## config.mk

```make
export PLATFORM = sky130hd
export DESIGN_NAME = raq_sequencer
export DESIGN_NICKNAME = d
export VERILOG_FILES = /design/src/logic/raq_sequencer.v
export VERILOG_INCLUDE_DIRS = /design/src /design/src/logic
export SDC_FILE = /design/constraint.sdc
export NUM_CORES = 1
export LEC_CHECK = 0
export ABC_AREA = 1
export BUFFER_PORTS_ARGS = -buffer_cell sky130_fd_sc_hd__buf_2
export CAP_MARGIN = 25
export CORE_MARGIN = 2
export CORE_UTILIZATION = 53
export CTS_CLUSTER_DIAMETER = 50
export DETAILED_ROUTE_END_ITERATION = 7
export PLACE_DENSITY = 0.75
export SLEW_MARGIN = 20
export SYNTH_ARGS = -nofsm -noshare
export SYNTH_HDL_FRONTEND = slang
export SYNTH_SLANG_ARGS = --single-unit
```

## constraint.sdc

```tcl
create_clock -name core_clk_in -period 5.29 [get_ports core_clk_in]
set_clock_uncertainty 0.1 [all_clocks]
set_input_delay 1.058 -clock core_clk_in [delete_from_list [all_inputs] [get_ports core_clk_in]]
set_output_delay 1.058 -clock core_clk_in [all_outputs]
set_load 0.005 [all_outputs]
```

## src/logic/raq_defines.vh

```
// Purpose: Constants for the radio auto-ack and I/Q state sequencer
// Assumes: 125 MHz core clock, plain Verilog-2005
// Notes: Command and state codes are local encodings
// Function
// - Freeze gain control on preamble detect
// - Raise frame-start flag on valid header
// - Raise address-match flag on filter match
// - Frame-end flag on good checksum, go prepare if no ack due
// - Bad or short frame: stay receive, release gain
// - Ack timer from delay regs, send ack
// - Ack done: tx-end flag, enter prepare
// - Present frame length and buffer start
// - Energy measurement launched at frame start
// - Chip-mode 1 selects I/Q; variant forces I/Q
// - Single/continuous energy start on mode write
// - Automatic energy starts on freeze bit set
// - Prepare raises ready; I/Q enables tx serial
// - Embedded control: stream flag starts, SPI tx and prepare ignored
// - Prepare command ends tx; ready on arrival
// - Embedded flag fall: ramp down, back to prepare
// - I/Q receive streams samples continuously
// - Prepare command leaves receive; ready raised
`ifndef RAQ_DEFINES_VH
`define RAQ_DEFINES_VH
`define RAQ_CMD_NOP 3'h0
`define RAQ_CMD_OFF 3'h2
`define RAQ_CMD_TRANSMIT_PREPARE_STATE 3'h3
`define RAQ_CMD_TX 3'h4
`define RAQ_CMD_RX 3'h5
`define RAQ_ST_OFF 3'h2
`define RAQ_ST_PREP 3'h3
`define RAQ_ST_TX 3'h4
`define RAQ_ST_RX 3'h5
`define RAQ_ST_ACKWAIT 3'h6
`define RAQ_ST_RAMP 3'h7
`define RAQ_EDM_AUTO 2'h0
`define RAQ_EDM_SINGLE 2'h1
`define RAQ_EDM_CONT 2'h2
`define RAQ_CHPM_IQ 3'h1
`define RAQ_ACK_TICK_US 16
`define RAQ_CLK_MHZ 125
`define RAQ_ACK_TICK_CYC (`RAQ_ACK_TICK_US * `RAQ_CLK_MHZ)
`define RAQ_ED_TICK_CYC (`RAQ_CLK_MHZ)
`endif

```

## src/logic/raq_sequencer.v

```verilog
// Purpose: Radio state sequencing for auto-ack receive and I/Q radio mode
// Assumes: Baseband events are one-cycle pulses on core_clk_in; stream pins are async
// Notes: Flags are one-cycle event pulses; host side keeps its own sticky status
`timescale 1ns/1ps
`include "raq_defines.vh"
module raq_sequencer #(
   parameter ACK_TICK_CYC = `RAQ_ACK_TICK_CYC,
   parameter ED_TICK_CYC = `RAQ_ED_TICK_CYC,
   parameter RAMP_CYC = 32,
   parameter LEN_W = 11,
   parameter IQ_ONLY = 0
)(
   input wire core_clk_in,
   input wire rst_n_in,
   input wire cmd_write_in,
   input wire [2:0] cmd_value_in,
   input wire chip_mode_write_in,
   input wire [2:0] chip_mode_field_in,
   input wire embedded_tx_control_in,
   input wire ed_mode_write_in,
   input wire [1:0] measurement_mode_field_in,
   input wire [7:0] energy_duration_in,
   input wire gain_freeze_bit_in,
   input wire auto_acknowledge_in,
   input wire [7:0] ack_delay_low_in,
   input wire [7:0] ack_delay_high_in,
   input wire preamble_det_in,
   input wire header_ok_in,
   input wire addr_match_in,
   input wire ack_needed_in,
   input wire frame_end_in,
   input wire fcs_ok_in,
   input wire frame_abort_in,
   input wire [LEN_W-1:0] frame_len_in,
   input wire [7:0] rssi_in,
   input wire ack_tx_done_in,
   input wire serial_tx_clock_in,
   input wire i_data_flag_in,
   output reg [2:0] state_out,
   output reg iq_mode_out,
   output reg agc_hold_out,
   output reg rx_frame_start_irq_out,
   output reg rx_address_match_irq_out,
   output reg rx_frame_end_irq_out,
   output reg tx_frame_end_irq_out,
   output reg transceiver_ready_irq_out,
   output reg energy_done_irq_out,
   output reg ack_tx_start_out,
   output reg [LEN_W-1:0] rx_length_low_high_out,
   output reg [10:0] rx_buffer_start_out,
   output reg [7:0] energy_value_out,
   output reg tx_serial_en_out,
   output reg iq_rx_stream_out,
   output reg pa_on_out,
   output reg serial_tx_clock_edge_out
);
   reg [2:0] state_reg;
   reg [2:0] flag_sync_reg;
   reg [2:0] clk_sync_reg;
   reg [23:0] ack_cnt_reg;
   reg [15:0] ack_ticks_reg;
   reg [15:0] ramp_cnt_reg;
   reg [7:0] ed_ticks_reg;
   reg [15:0] ed_cnt_reg;
   reg ed_busy_reg;
   reg ed_cont_reg;
   reg ed_notify_reg;
   reg [7:0] ed_max_reg;
   reg frz_d_reg;
   reg ack_pending_reg;
   reg strobe_flag_reg;
   reg clk_lvl_reg;
   wire flag_hi;
   wire flag_rise;
   wire flag_fall;
   wire iq_mode;
   wire spi_ok;
   wire ack_tick;
   wire ed_tick;
   wire prep_cmd;

   // Change counted only when the two later stages agree
   assign flag_hi = flag_sync_reg[1] & flag_sync_reg[2];
   assign flag_rise = flag_sync_reg[1] & flag_sync_reg[2] & ~strobe_flag_reg;
   assign flag_fall = ~flag_sync_reg[1] & ~flag_sync_reg[2] & strobe_flag_reg;
   assign iq_mode = iq_mode_out;
   // Embedded control locks out SPI transmit commands in I/Q mode
   assign spi_ok = ~(iq_mode & embedded_tx_control_in);
   assign prep_cmd = cmd_write_in & (cmd_value_in == `RAQ_CMD_TRANSMIT_PREPARE_STATE) & spi_ok;
   assign ack_tick = (ack_cnt_reg[15:0] == ACK_TICK_CYC[15:0] - 16'h0001);
   assign ed_tick = (ed_cnt_reg == ED_TICK_CYC[15:0] - 16'h0001);

   always @(posedge core_clk_in)
   begin
      if (!rst_n_in)
      begin
         flag_sync_reg <= 3'h0;
         clk_sync_reg <= 3'h0;
         strobe_flag_reg <= 1'b0;
         clk_lvl_reg <= 1'b0;
         serial_tx_clock_edge_out <= 1'b0;
      end
      else
      begin
         flag_sync_reg <= {flag_sync_reg[1:0], i_data_flag_in};
         clk_sync_reg <= {clk_sync_reg[1:0], serial_tx_clock_in};
         if (flag_sync_reg[1] == flag_sync_reg[2])
            strobe_flag_reg <= flag_sync_reg[2];
         if (clk_sync_reg[1] == clk_sync_reg[2])
            clk_lvl_reg <= clk_sync_reg[2];
         // One pulse per rising link edge, not a toggle while high
         serial_tx_clock_edge_out <= clk_sync_reg[1] & clk_sync_reg[2] & ~clk_lvl_reg
            & tx_serial_en_out;
      end
   end

   always @(posedge core_clk_in)
   begin
      if (!rst_n_in)
      begin
         state_reg <= `RAQ_ST_OFF;
         iq_mode_out <= 1'b0;
         agc_hold_out <= 1'b0;
         rx_frame_start_irq_out <= 1'b0;
         rx_address_match_irq_out <= 1'b0;
         rx_frame_end_irq_out <= 1'b0;
         tx_frame_end_irq_out <= 1'b0;
         transceiver_ready_irq_out <= 1'b0;
         ack_tx_start_out <= 1'b0;
         rx_length_low_high_out <= {LEN_W{1'b0}};
         rx_buffer_start_out <= 11'h000;
         ack_pending_reg <= 1'b0;
         ack_cnt_reg <= 24'h000000;
         ack_ticks_reg <= 16'h0000;
         ramp_cnt_reg <= 16'h0000;
         tx_serial_en_out <= 1'b0;
         iq_rx_stream_out <= 1'b0;
         pa_on_out <= 1'b0;
         state_out <= `RAQ_ST_OFF;
      end
      else
      begin
         rx_frame_start_irq_out <= 1'b0;
         rx_address_match_irq_out <= 1'b0;
         rx_frame_end_irq_out <= 1'b0;
         tx_frame_end_irq_out <= 1'b0;
         transceiver_ready_irq_out <= 1'b0;
         ack_tx_start_out <= 1'b0;
         // Variant strap is a parameter so no port is caught under reset
         if (IQ_ONLY != 0)
            iq_mode_out <= 1'b1;
         else if (chip_mode_write_in)
            iq_mode_out <= (chip_mode_field_in == `RAQ_CHPM_IQ);
         case (state_reg)
            `RAQ_ST_OFF:
            begin
               if (prep_cmd)
               begin
                  state_reg <= `RAQ_ST_PREP;
                  transceiver_ready_irq_out <= 1'b1;
                  tx_serial_en_out <= iq_mode;
               end
            end
            `RAQ_ST_PREP:
            begin
               if (cmd_write_in && cmd_value_in == `RAQ_CMD_RX)
               begin
                  state_reg <= `RAQ_ST_RX;
                  iq_rx_stream_out <= iq_mode;
               end
               else if (cmd_write_in && cmd_value_in == `RAQ_CMD_TX && spi_ok)
               begin
                  state_reg <= `RAQ_ST_TX;
                  pa_on_out <= 1'b1;
               end
               else if (iq_mode && !spi_ok && flag_rise)
               begin
                  state_reg <= `RAQ_ST_TX;
                  pa_on_out <= 1'b1;
               end
               else if (cmd_write_in && cmd_value_in == `RAQ_CMD_OFF)
               begin
                  state_reg <= `RAQ_ST_OFF;
                  tx_serial_en_out <= 1'b0;
               end
            end
            `RAQ_ST_RX:
            begin
               if (prep_cmd)
               begin
                  state_reg <= `RAQ_ST_PREP;
                  transceiver_ready_irq_out <= 1'b1;
                  tx_serial_en_out <= iq_mode;
                  iq_rx_stream_out <= 1'b0;
                  agc_hold_out <= 1'b0;
               end
               else if (!iq_mode)
               begin
                  if (header_ok_in)
                     rx_frame_start_irq_out <= 1'b1;
                  if (addr_match_in)
                     rx_address_match_irq_out <= 1'b1;
                  if (addr_match_in && ack_needed_in && auto_acknowledge_in)
                     ack_pending_reg <= 1'b1;
                  if (frame_end_in && fcs_ok_in)
                  begin
                     rx_frame_end_irq_out <= 1'b1;
                     rx_length_low_high_out <= frame_len_in;
                     rx_buffer_start_out <= 11'h000;
                     agc_hold_out <= 1'b0;
                     ack_cnt_reg <= 24'h000000;
                     ack_ticks_reg <= {ack_delay_high_in, ack_delay_low_in};
                     if (ack_pending_reg)
                        state_reg <= `RAQ_ST_ACKWAIT;
                     else
                     begin
                        state_reg <= `RAQ_ST_PREP;
                        transceiver_ready_irq_out <= 1'b1;
                     end
                     ack_pending_reg <= 1'b0;
                  end
                  else if (frame_abort_in || (frame_end_in && !fcs_ok_in))
                  begin
                     agc_hold_out <= 1'b0;
                     ack_pending_reg <= 1'b0;
                  end
                  // New preamble wins over a release in the same cycle
                  if (preamble_det_in)
                     agc_hold_out <= 1'b1;
               end
            end
            `RAQ_ST_ACKWAIT:
            begin
               // Delay counted in ticks so the 16-bit value spans long waits
               if (ack_ticks_reg == 16'h0000)
               begin
                  state_reg <= `RAQ_ST_TX;
                  ack_tx_start_out <= 1'b1;
                  pa_on_out <= 1'b1;
               end
               else if (ack_tick)
               begin
                  ack_cnt_reg <= 24'h000000;
                  ack_ticks_reg <= ack_ticks_reg - 16'h0001;
               end
               else
                  ack_cnt_reg <= ack_cnt_reg + 24'h000001;
            end
            `RAQ_ST_TX:
            begin
               if (!iq_mode && ack_tx_done_in)
               begin
                  state_reg <= `RAQ_ST_PREP;
                  tx_frame_end_irq_out <= 1'b1;
                  transceiver_ready_irq_out <= 1'b1;
                  pa_on_out <= 1'b0;
               end
               else if (prep_cmd || (iq_mode && !spi_ok && flag_fall))
               begin
                  state_reg <= `RAQ_ST_RAMP;
                  ramp_cnt_reg <= 16'h0000;
               end
            end
            `RAQ_ST_RAMP:
            begin
               if (ramp_cnt_reg == RAMP_CYC[15:0] - 16'h0001)
               begin
                  state_reg <= `RAQ_ST_PREP;
                  transceiver_ready_irq_out <= 1'b1;
                  tx_serial_en_out <= iq_mode;
                  pa_on_out <= 1'b0;
               end
               else
                  ramp_cnt_reg <= ramp_cnt_reg + 16'h0001;
            end
            default:
               state_reg <= `RAQ_ST_OFF;
         endcase
         state_out <= state_reg;
      end
   end

   // Energy measurement: peak rssi over the programmed duration in ticks
   always @(posedge core_clk_in)
   begin
      if (!rst_n_in)
      begin
         ed_busy_reg <= 1'b0;
         ed_cont_reg <= 1'b0;
         ed_notify_reg <= 1'b0;
         ed_cnt_reg <= 16'h0000;
         ed_ticks_reg <= 8'h00;
         ed_max_reg <= 8'h00;
         frz_d_reg <= 1'b0;
         energy_value_out <= 8'h00;
         energy_done_irq_out <= 1'b0;
      end
      else
      begin
         frz_d_reg <= gain_freeze_bit_in;
         energy_done_irq_out <= 1'b0;
         if (header_ok_in && state_reg == `RAQ_ST_RX && !iq_mode)
         begin
            ed_busy_reg <= 1'b1;
            ed_notify_reg <= 1'b0;
            ed_cont_reg <= 1'b0;
            ed_cnt_reg <= 16'h0000;
            ed_ticks_reg <= energy_duration_in;
            ed_max_reg <= 8'h00;
         end
         else if (ed_mode_write_in && measurement_mode_field_in != `RAQ_EDM_AUTO)
         begin
            ed_busy_reg <= 1'b1;
            ed_notify_reg <= 1'b1;
            ed_cont_reg <= (measurement_mode_field_in == `RAQ_EDM_CONT);
            ed_cnt_reg <= 16'h0000;
            ed_ticks_reg <= energy_duration_in;
            ed_max_reg <= 8'h00;
         end
         else if (gain_freeze_bit_in && !frz_d_reg)
         begin
            ed_busy_reg <= 1'b1;
            ed_notify_reg <= 1'b0;
            ed_cont_reg <= 1'b0;
            ed_cnt_reg <= 16'h0000;
            ed_ticks_reg <= energy_duration_in;
            ed_max_reg <= 8'h00;
         end
         else if (ed_busy_reg)
         begin
            if (rssi_in > ed_max_reg)
               ed_max_reg <= rssi_in;
            if (ed_tick)
            begin
               ed_cnt_reg <= 16'h0000;
               if (ed_ticks_reg <= 8'h01)
               begin
                  energy_value_out <= (rssi_in > ed_max_reg) ? rssi_in : ed_max_reg;
                  energy_done_irq_out <= ed_notify_reg;
                  ed_busy_reg <= ed_cont_reg;
                  ed_ticks_reg <= energy_duration_in;
                  ed_max_reg <= 8'h00;
               end
               else
                  ed_ticks_reg <= ed_ticks_reg - 8'h01;
            end
            else
               ed_cnt_reg <= ed_cnt_reg + 16'h0001;
         end
      end
   end
endmodule // raq_sequencer

```

== Word-level counts from Yosys, hierarchy flattened ==
Cells that the tools add are included.

* Logic and storage cells: 244
* Register bits after elaboration: 139
* Input port bits: 69
* Output and inout bits: 46
* Latch bits: 0
* Bits in writable memories: 0
* Bits in read-only memories: 0
* Memories: 0

* Reductions and logical operators: 52
* Multipliers: 0
* Shifts and indexed selects: 0
* Div/mod/pow operators: 0
* Order comparisons: 2
* Bitwise operators: 25
* Equality and inequality tests: 42
* Muxes and demuxes: 86
* Add/subtract/negate cells: 5

{| class="wikitable"
|+ Operator list
! cell !! number
|-
| $mux W16 || 9
|-
| $mux W24 || 5
|-
| $mux W8 || 9
|-
| $pmux W16 S2 || 2
|-
| $pmux W24 S2 || 1
|-
| $mux W1 || 42
|-
| $mux W3 || 13
|-
| $ne A2 B2 Y1 const B || 18
|-
| $add A16 B1 Y16 const B || 2
|-
| $add A24 B1 Y24 const B || 1
|-
| $eq A3 B3 Y1 const B || 6
|-
| $pmux W3 S6 || 1
|-
| $reduce_and A6 Y1 || 3
|-
| $eq A16 B11 Y1 const B || 1
|-
| $eq A16 B5 Y1 const B || 1
|-
| $eq A16 B7 Y1 const B || 1
|-
| $logic_and A1 B1 Y1 || 16
|-
| $logic_not A16 Y1 || 1
|-
| $reduce_bool A4 Y1 || 4
|-
| $sub A16 B1 Y16 const B || 1
|-
| $not A1 Y1 || 15
|-
| $reduce_and A7 Y1 || 2
|-
| $eq A3 B2 Y1 const B || 4
|-
| $ne A3 B3 Y1 const B || 4
|-
| 23 further kinds || 50
|}

== Longest topological paths before layout ==
Gate-level depths: netlist (run 1).

* Depth in word-level cells: 8
* Depth in mapped cells: 15
* Mapped depth without buffers: 15

== Worst setup path before layout (run 1) ==
OpenSTA, ideal clock, no wires.

* Kind: input -> register
* Start: in rssi_in[7]
* End: reg energy_value_out[6]
* Cell stages on the path: 10
* Setup slack: 2811 ps
* Library setup time: 109 ps
* Arrival: 2270 ps
* Buffers on the path: 0
* Data required time: 5081 ps
* Cell sequence: ha_1 nand2_1 nor2_1 nand4_1 nand2_1 nand2_1 nand2_1 nand2_1 nand2_1 inv_1

* Longest elaborated chain between the ends: 2

{| class="wikitable"
|+ Ends and longest elaborated chain
! what !! RTL line !! source
|-
| start, declared || raq_sequencer.v:35 || <nowiki>input wire [7:0] rssi_in,</nowiki>
|-
| $gt A8 B8 Y1 || raq_sequencer.v:338 || <nowiki>energy_value_out <= (rssi_in > ed_max_reg) ? rssi_in : ed_max_reg;</nowiki>
|-
| $mux W8 || raq_sequencer.v:338 ||
|-
| end signal, assigned || raq_sequencer.v:338 ||
|-
| end, declared || raq_sequencer.v:51 || <nowiki>output reg [7:0] energy_value_out,</nowiki>
|}

Every way passes these cells.
A chain may end at the register's enable or synchronous reset.

== Worst setup path after layout (run 1) ==
* Start: in measurement_mode_field_in[1]
* End: reg ed_ticks_reg[7]

* Longest elaborated chain between the ends: 4
* Elaborated cells between the ends (all ways): 7
* Those cells by class: mux (2); reduce/logical (5)

{| class="wikitable"
|+ Ends and longest elaborated chain
! what !! RTL line !! source
|-
| start, declared || raq_sequencer.v:21 || <nowiki>input wire [1:0] measurement_mode_field_in,</nowiki>
|-
| $reduce_bool A2 Y1 (no source line) * || -- ||
|-
| $logic_and A1 B1 Y1 (no source line) * || -- ||
|-
| $reduce_bool A4 Y1 (no source line) or $mux W8 (tied branches) || -- ||
|-
| $reduce_and A2 Y1 (no source line) or $mux W8 (tied branches) || -- ||
|-
| end signal, assigned || raq_sequencer.v:308 || <nowiki>ed_ticks_reg <= energy_duration_in;</nowiki>
|-
| end signal, assigned || raq_sequencer.v:317 || <nowiki>ed_ticks_reg <= energy_duration_in;</nowiki>
|-
| end signal, assigned || raq_sequencer.v:326 || <nowiki>ed_ticks_reg <= energy_duration_in;</nowiki>
|-
| end, declared || raq_sequencer.v:63 || <nowiki>reg [7:0] ed_ticks_reg;</nowiki>
|}

Mark *: on every way between the ends. The rest lies on a longest branch, timed or not.

==> results of run 1 <==
==> area by class of cell <==
class,count,area share
inverter,130,0.0565
tap,180,0.0260
clock buffer,19,0.0511
clock inverter,12,0.0153
sequential,131,0.303
multi-input combinational,894,0.488
antenna,1,0.000289
timing repair buffer,104,0.0604
==> cell families after synthesis <==
logic type	count (synthesis)	synth area share
XOR/XNOR	18	0.0209
adder cells (fa/ha/maj)	19	0.0316
flip-flops	131	0.348
other	1	0.000498
AND/OR/NAND/NOR	702	0.398
AO/OA/AOI/OAI	144	0.105
buffers and inverters	171	0.0957
==> synth_stat cells (all sizes together) (15+ instances only) <==
cell    instances
nor2          182
nand3         103
inv           129
o21ai          42
buf            26
nand4          25
nand2         357
ha             19
a21oi          81
nor3           20
dfxtp         131
clkbuf         15
==> per-layer routing <==
metal,vias to the layer above,track usage,part of all wire
met5,-,0,0
met1,3451,0.315,0.45
met3,42,0.0604,0.049
met2,200,0.417,0.48
met4,0,0.0916,0.023
li1,3970,-,-
==> path summary, 6_finish.rpt <==
kind / start / to / slack (ps) / cells past startpoint
worst max-delay path: measurement_mode_field_in[1] / ed_ticks_reg[7]$_SDFFE_PN0P_ / 2690 / 10
worst min-delay path: clk_sync_reg[0]$_SDFF_PN0_ / clk_sync_reg[1]$_SDFF_PN0_ / 310 / 2
worst max register to register: state_reg[2]$_SDFFE_PN0P_ / ack_ticks_reg[12]$_SDFFE_PN0P_ / 2700 / 9
worst min register to register: clk_sync_reg[0]$_SDFF_PN0_ / clk_sync_reg[1]$_SDFF_PN0_ / 310 / 2
==> report_power, final <==
group	internal, uW	switching [uW]	total, uW
clock	702	446	1150
combinational	311	601	912
sequential	1050	67.2	1120
total	2070	1110	3180
==> per-stage QoR <==
stage | setup slack (ps) | hold slack, ps
final | 2690 | 314
after global routing | 2430 | 350
after CTS | 2660 | 318
after detailed placement | 2280 | 300
after global placement | 2360 | 294
after floorplan | 2810 | 290
==> critical path, delay by kind of cell <==
family	cells	cell delay, ps
compound gates	1	290
buf+inv	2	320
simple gates	7	1200
==> results.sh, run 1 <==
export IMPL_status="finished, final reports clean"
export IMPL_rows=43
export IMPL_cpPeakStageDelay_ps=290
export IMPL_maxSlewViolCount=0
export IMPL_worstSetupEndpointType="flop"
export IMPL_instances_no_fill=1471
export IMPL_post_cts_buffers=0
export IMPL_start_util=0.542
export IMPL_dr_pass1_iters=5
export IMPL_grt_max_degree=63
export IMPL_postLayoutCoreUtil=0.624
export IMPL_drv_cap=0
export IMPL_final_area_um2=8670
export IMPL_crit_arrival_ps=2870
export IMPL_synth_top_area_share=0.348
export IMPL_finalSetupTns_ps=0
export IMPL_clk_latency_ps=420
export IMPL_drt_vias_per_instance=5.21
export IMPL_path_class="in -> reg"
export IMPL_route_detailed_drc=0
export IMPL_synthArstFlopShare=0
export IMPL_synth_flop_cell="dfxtp_1"
export IMPL_grt_pass1_wl_mm=30.6
export IMPL_cts_tree="yes"
export IMPL_setup_viol=0
export IMPL_cp_required_ps=5560
export IMPL_wl_per_cell_um=12.7
export IMPL_placedInstanceArea_um2=8080
export IMPL_synth_area_top_cells="dfxtp_1, nand2_1, nor2_1"
export IMPL_hold_violations=0
export IMPL_ant_nets=0
export IMPL_first_global_vias=6800
export IMPL_rsz0062_at_grt="false"
export IMPL_path_clk_slew_ps=60
export IMPL_via_count=7663
export IMPL_ctsHoldBuffers=0
export IMPL_area_growth_pct=15.1
export IMPL_cts_buffers=17
export IMPL_finalCritPeriodShare=0.492
export IMPL_crit_fanout=13
export IMPL_ctsResizeCount=0
export IMPL_io_buffers=103
export IMPL_layout_common_cells="nand2_1, nor2_1, dfxtp_1"
export IMPL_crit_top_cell="nand2_1"
export IMPL_die_width_um=123
export IMPL_root_buffer="clkbuf_16"
export IMPL_core_area_um2=13900
export IMPL_slew_headroom=0.417
export IMPL_synth_area_leader_cell="dfxtp_1"
export IMPL_dp_hpwl_mm=13.1
export IMPL_grt_overflow=0
export IMPL_htree_levels=4
export IMPL_multiInputGateArea_um2=4230
export IMPL_start_kind="input pin"
export IMPL_synth_cell_types=45
export IMPL_synth_area_um2=7530
export IMPL_final_common_cell="nand2_1"
export IMPL_clock_sinks=131
export IMPL_die_area_um2=15200
export IMPL_seq_area_um2=2620
export IMPL_num_io_pins=115
export IMPL_total_power_uw=3180
export IMPL_crit_chain="buf_2 -> o21ai_0 -> nand2_1 -> nor2_2 -> nand2_1 -> nor2_1 -> inv_1 -> nand2_1 -> nand2_1 -> nand2_1"
export IMPL_wl_mm=18.7
export IMPL_crit_slowest_cell="o21ai_0"
export IMPL_synth_edff_count=0
export IMPL_place_congestion=0.919
export IMPL_fmax_mhz=384
export IMPL_yosysWarnings=0
export IMPL_synthCells=1186
export IMPL_finalNetCount=1366
export IMPL_cellPowerDensity_nw_per_um2=367
export IMPL_synth_ff_latch_count=131
export IMPL_synth_avg_cell_area_um2=6.35
export IMPL_grt_usage=0.251
export IMPL_first_iter_violations=498
export IMPL_place_inst=1439
export IMPL_antenna_found_initial=1
export IMPL_nFillCells=1369
export IMPL_worst_pin_slew_ps=875
export IMPL_ys_seq_area_frac=0.348
export IMPL_period_needed_ps=2600
export IMPL_die_h_um=123
export IMPL_hp_class="reg -> reg"
export IMPL_drive_gt1_frac=0.132
export IMPL_ir_drop_uv=249
export IMPL_p_leak_uw=0.00396
export IMPL_cts_max_path_buffers=2
Note: power is estimated with default switching activity, not from simulation.
==> run 2: changes to the inputs <==
ABC_AREA = 0   (was 1)
PLACE_DENSITY = 0.76   (was 0.75)
clock period = 2.4 ns   (was 5.29 ns; I/O delays follow)
==> run 2 against run 1 <==
Compared with the run above: area after synthesis fell by 13%; sequential power rose by 100%; routed wire length shrank 12%; largest cell class unchanged; global-route usage is essentially flat; highest routed layer unchanged.
==> results.sh, run 2 <==
export IMPL_synth_edff_count=0
export IMPL_die_h_um=115
export IMPL_nFillCells=1037
export IMPL_cellPowerDensity_nw_per_um2=655
export IMPL_layout_common_cells="dfxtp_1, buf_2, nor2_1"
export IMPL_min_delay_start="serial_tx_clock_in"
export IMPL_path_clk_slew_ps=60
export IMPL_htree_levels=4
export IMPL_fmax_mhz=421
export IMPL_p_leak_uw=0.00337
export IMPL_yosysMostFrequentCell="dfxtp_1"
export IMPL_die_width_um=115
export IMPL_wl_mm=16.4
export IMPL_seq_area_um2=2620
export IMPL_ir_drop_uv=546
export IMPL_ys_top_cells_by_count="dfxtp_1, nor2_1, nand2_1, a21oi_1, o21ai_0"
export IMPL_drt_vias_per_instance=5.67
export IMPL_synth_area_leader_cell="dfxtp_1"
export IMPL_drive_gt1_frac=0.207
export IMPL_setup_viol=0
export IMPL_synth_top_area_share=0.398
export IMPL_worst_pin_slew_ps=785
export IMPL_finalCritPeriodShare=0.991
export IMPL_yosysWarnings=0
export IMPL_slew_headroom=0.477
export IMPL_cts_buffers=17
export IMPL_area_growth_pct=23.4
export IMPL_start_util=0.546
export IMPL_diodes=0
export IMPL_synth_avg_cell_area_um2=8.07
export IMPL_maxSlewViolCount=0
export IMPL_grt_overflow=0
export IMPL_cp_required_ps=2630
export IMPL_r2r_start="ack_ticks_reg[7]$_SDFFE_PN0P_"
export IMPL_dr_pass1_iters=5
export IMPL_regToRegSetupSlack_ps=20
export IMPL_multiInputGateArea_um2=3720
export IMPL_path_class="reg -> reg"
export IMPL_crit_chain="or4_4 -> or4_4 -> o31a_1 -> o21ai_4 -> buf_6 -> o211ai_1 -> o31ai_1"
export IMPL_cts_max_path_buffers=2
export IMPL_crit_family="simple AND/OR/NAND/NOR gates"
export IMPL_rr_endpoint="ack_ticks_reg[13]$_SDFFE_PN0P_"
export IMPL_worstSetupEndpointType="flop"
export IMPL_synth_area_top_cells="dfxtp_1, nor2_1, nand2_1"
export IMPL_cpPeakStageDelay_ps=540
export IMPL_clock_sinks=131
export IMPL_dp_hpwl_mm=11.6
export IMPL_synthCells=816
export IMPL_crit_top_cell="or4_4"
export IMPL_crit_slowest_cell="or4_4"
export IMPL_synthArstFlopShare=0
export IMPL_rsz0062_at_grt="true"
export IMPL_hold_violations=0
export IMPL_clk_latency_ps=430
export IMPL_synth_flop_cell="dfxtp_1"
export IMPL_synth_cell_types=62
export IMPL_hp_class="in -> reg"
export IMPL_grt_pass1_wl_mm=27.0
export IMPL_synth_area_um2=6580
export IMPL_grt_max_degree=40
export IMPL_die_area_um2=13300
export IMPL_grt_usage=0.251
export IMPL_ant_nets=0
export IMPL_ctsHoldBuffers=0
export IMPL_holdPathStages=2
export IMPL_start_kind="flop"
export IMPL_cp_num_buf_inv=1
export IMPL_period_needed_ps=2380
export IMPL_ys_seq_area_frac=0.398
export IMPL_finalSetupTns_ps=0
export IMPL_rows=40
export IMPL_place_congestion=0.895
export IMPL_whs_endpoint="clk_sync_reg[0]$_SDFF_PN0_"
export IMPL_drv_cap=0
export IMPL_wl_per_cell_um=14.5
export IMPL_first_iter_violations=548
export IMPL_crit_fanout=8
export IMPL_reg2reg_depth=7
export IMPL_cts_tree="yes"
export IMPL_crit_arrival_ps=2610
export IMPL_total_power_uw=5320
export IMPL_core_area_um2=12100
export IMPL_first_global_vias=5912
export IMPL_status="finished, final reports clean"
export IMPL_route_detailed_drc=0
export IMPL_num_io_pins=115
export IMPL_antenna_found_initial=0
export IMPL_root_buffer="clkbuf_16"
export IMPL_final_common_cell="dfxtp_1"
export IMPL_io_buffers=103
export IMPL_finalNetCount=1040
export IMPL_via_count=6408
export IMPL_synth_ff_latch_count=131
## run 2: metal layers
layer | global-route usage | share of wire
met1 | 0.327 | 0.45
met2 | 0.403 | 0.46
met3 | 0.0633 | 0.071
met4 | 0.0948 | 0.019
met5 | 0 | 0
## run 2: area by class of cell
cell class                 count  share of cell area
timing repair buffer         154               0.114
multi-input combinational    625               0.458
inverter                      23              0.0106
tap                          168              0.0259
clock buffer                  24              0.0581
clock inverter                 6             0.00986
sequential                   131               0.323
## run 2: per-stage QoR
stage	std cells	hold slack, ps	worst slack (ps)	util	instance area [um2]
after floorplan	826	312	-136	-	6640
after global placement	1100	313	-7.45	0.622	7500
after detailed placement	1100	318	-33.8	0.622	7500
after CTS	1130	162	-8.34	0.668	8060
after global routing	1131	158	-18.7	0.673	8120
final	1131	164	22.7	0.673	8120
## run 2: what timing repair did
item                                    in CTS  in global routing
pin swaps                                    0                  1
gates cloned                                 0                  1
endpoints found under the setup margin      21                 47
buffers inserted                             0                  0
gates resized for setup                      1                 14
## run 2: logic make-up after synthesis
logic type | count (synthesis) | synth area share
DFF | 131 | 0.398
xor gates and xnor gates | 33 | 0.0439
and+or+nand+nor | 351 | 0.265
buffers and inverters | 71 | 0.0498
AOI/OAI and AO/OA | 199 | 0.189
muxes | 11 | 0.0167
other | 1 | 0.000570
adders and majority gates | 19 | 0.0361
## run 2: worst max path at each step
stage	startpoint	to	slack, ps	cells after the start
after floorplan	ack_ticks_reg[7]$_SDFFE_PN0P_	ack_cnt_reg[13]$_SDFFE_PN0P_	-140	9
after global placement	ack_ticks_reg[7]$_SDFFE_PN0P_	ack_ticks_reg[15]$_SDFFE_PN0P_	-7	7
after detailed placement	ack_ticks_reg[7]$_SDFFE_PN0P_	ack_ticks_reg[13]$_SDFFE_PN0P_	-30	7
after CTS	ack_ticks_reg[7]$_SDFFE_PN0P_	ack_ticks_reg[13]$_SDFFE_PN0P_	-8	7
after global routing	ack_ticks_reg[7]$_SDFFE_PN0P_	ack_ticks_reg[5]$_SDFFE_PN0P_	-20	7
final	ack_ticks_reg[7]$_SDFFE_PN0P_	ack_ticks_reg[13]$_SDFFE_PN0P_	20	7
## run 2: where the power goes
group / switching [uW] / leakage, uW / total (uW) / internal, uW
combinational: 338 / 0.00204 / 608 / 271
sequential: 34.4 / 0.00106 / 2260 / 2220
clock: 892 / 0.000274 / 2450 / 1560
total: 1260 / 0.00337 / 5320 / 4060
==> run 3: changes to the inputs <==
--- a/constraint.sdc
+++ b/constraint.sdc
@@ -3,3 +3,3 @@
 set_input_delay 0.48 -clock core_clk_in [delete_from_list [all_inputs] [get_ports core_clk_in]]
 set_output_delay 0.48 -clock core_clk_in [all_outputs]
-set_load 0.005 [all_outputs]
+set_load 0.1 [all_outputs]
==> run 3 against run 2 <==
Compared with the run above: the run now ends with setup timing left; register-to-register slack got worse by 30 ps; maximum frequency decreased by 1.2%; clock power increased by 8%; setup slack got worse by 28 ps; worst hold slack improved by 9.8 ps.
==> results.sh, run 3 (synthesized netlist as in run 2, its figures left out) <==
export IMPL_num_io_pins=115
export IMPL_finalNetCount=1041
export IMPL_crit_arrival_ps=2620
export IMPL_sw_frac_of_total=0.254
export IMPL_final_common_cell="dfxtp_1"
export IMPL_dp_hpwl_mm=11.5
export IMPL_status="finished with violations"
export IMPL_via_count=6370
export IMPL_cts_buffers=17
export IMPL_finalWorstSetupSlack_ps=-5.16
export IMPL_clock_sinks=131
export IMPL_combPwrFrac=0.130
export IMPL_layout_common_cells="dfxtp_1, buf_2, nor2_1"
export IMPL_hold_violations=0
export IMPL_ant_nets=0
export IMPL_violations="setup timing"
export IMPL_ir_drop_uv=470
export IMPL_first_global_vias=5958
export IMPL_period_needed_ps=2410
export IMPL_total_power_uw=5630
export IMPL_pre_cts_slack_ps=-135
export IMPL_path_clk_slew_ps=60
export IMPL_crit_slowest_cell="or4_4"
export IMPL_crit_family="simple AND/OR/NAND/NOR gates"
export IMPL_clkPwrFrac=0.469
export IMPL_switchingPower_uw=1430
export IMPL_diodes=0
export IMPL_wl_per_cell_um=14.7
export IMPL_clk_latency_ps=420
export IMPL_first_iter_violations=483
export IMPL_finalCritPeriodShare=1.00
export IMPL_rows=40
export IMPL_core_area_um2=12100
export IMPL_grt_pass1_wl_mm=27.4
export IMPL_cp_num_buf_inv=2
export IMPL_seq_power_share=0.402
export IMPL_cpPeakStageDelay_ps=530
export IMPL_slew_headroom=0.537
export IMPL_die_h_um=115
export IMPL_drt_vias_per_instance=5.62
export IMPL_drive_gt1_frac=0.224
export IMPL_area_growth_pct=25.9
export IMPL_grt_usage=0.256
export IMPL_cp_required_ps=2610
export IMPL_path_class="reg -> reg"
export IMPL_p_leak_uw=0.00341
export IMPL_io_buffers=103
export IMPL_route_detailed_drc=0
export IMPL_wl_mm=16.6
export IMPL_start_kind="flop"
export IMPL_start_util=0.546
export IMPL_cellPowerDensity_nw_per_um2=679
export IMPL_htree_levels=4
export IMPL_cts_max_path_buffers=2
export IMPL_crit_chain="or4_4 -> or4_4 -> buf_6 -> o31ai_4 -> buf_6 -> nor3b_1 -> xnor2_1 -> nor2_1"
export IMPL_drv_cap=0
export IMPL_fmax_mhz=416
export IMPL_rsz0062_at_grt="true"
export IMPL_crit_fanout=7
export IMPL_hp_class="in -> reg"
export IMPL_place_congestion=0.866
export IMPL_root_buffer="clkbuf_16"
export IMPL_cts_tree="yes"
export IMPL_setup_viol=3
export IMPL_grt_max_degree=44
export IMPL_dr_pass1_iters=5
export IMPL_die_width_um=115
export IMPL_die_area_um2=13300
export IMPL_worst_pin_slew_ps=692
export IMPL_p_int_uw=4200
export IMPL_antenna_found_initial=0
export IMPL_grt_overflow=0
export IMPL_maxSlewViolCount=0
export IMPL_worstSetupEndpointType="flop"
-- run 3: layout make-up --
class                           instances  area (um2)
Clock inverter                          9         129
Multi-Input combinational cell        625        3800
Inverter                               23        86.3
Timing Repair Buffer                  155         962
Tap cell                              168         210
Clock buffer                           22         474
Sequential cell                       131        2630
Fill cell                            1011        3770
-- run 3: what timing repair did --
| item | CTS | global route |
|---|---|---|
| buffers inserted | 3 | 1 |
| gates cloned | 0 | 1 |
| resized for setup | 6 | 26 |
| hold buffers | 0 | 0 |
| pin swaps | 1 | 11 |
| setup endpoints to repair | 29 | 62 |
-- run 3: final timing paths --
check	to	slack (ps)	cells past startpoint	from
hold reg to reg	clk_sync_reg[1]$_SDFF_PN0_	340	1	clk_sync_reg[0]$_SDFF_PN0_
setup reg to reg	ack_cnt_reg[2]$_SDFFE_PN0P_	-5	8	ack_ticks_reg[7]$_SDFFE_PN0P_
setup / recovery	ack_cnt_reg[2]$_SDFFE_PN0P_	-5	8	ack_ticks_reg[7]$_SDFFE_PN0P_
hold / removal	flag_sync_reg[0]$_SDFF_PN0_	170	2	i_data_flag_in
-- run 3: worst register-to-register path: stages, from the launching register on --
cell,delay (ps)
dfxtp_2,320
or4_4,530
or4_4,460
buf_6,140
o31ai_4,250
buf_6,190
nor3b_1,70
xnor2_1,180
nor2_1,50
-- run 3: stage by stage --
| step | instance area, um2 | setup TNS [ps] | util | hold slack, ps | std cells |
|---|---|---|---|---|---|
| 4_1_cts | 8160 | 0 | 0.677 | 158 | 1131 |
| 5_1_grt | 8290 | -665 | 0.687 | 158 | 1133 |
| 3_3_place_gp | 7510 | -1320 | 0.623 | 317 | 1096 |
| 6_report | 8290 | -6.37 | 0.687 | 174 | 1133 |
| 2_1_floorplan | 6650 | -276 | - | 312 | 826 |
| 3_5_place_dp | 7520 | -3210 | 0.623 | 327 | 1097 |
-- run 3: power by group through the flow --
stage / sequential [uW] / combinational [uW] / clock (uW)
after floorplan: 2350 / 472 / 0
after global placement: 2300 / 705 / 0
after detailed placement: 2300 / 707 / 0
after CTS: 2260 / 712 / 2660
after global routing: 2260 / 803 / 2770
final: 2260 / 730 / 2640
-- run 3: per-layer routing --
metal,up-vias,global-route usage,share of wire
li1,3180,-,-
met1,2953,0.339,0.46
met2,211,0.412,0.47
met3,26,0.0596,0.058
met4,0,0.0876,0.015
met5,-,0,0
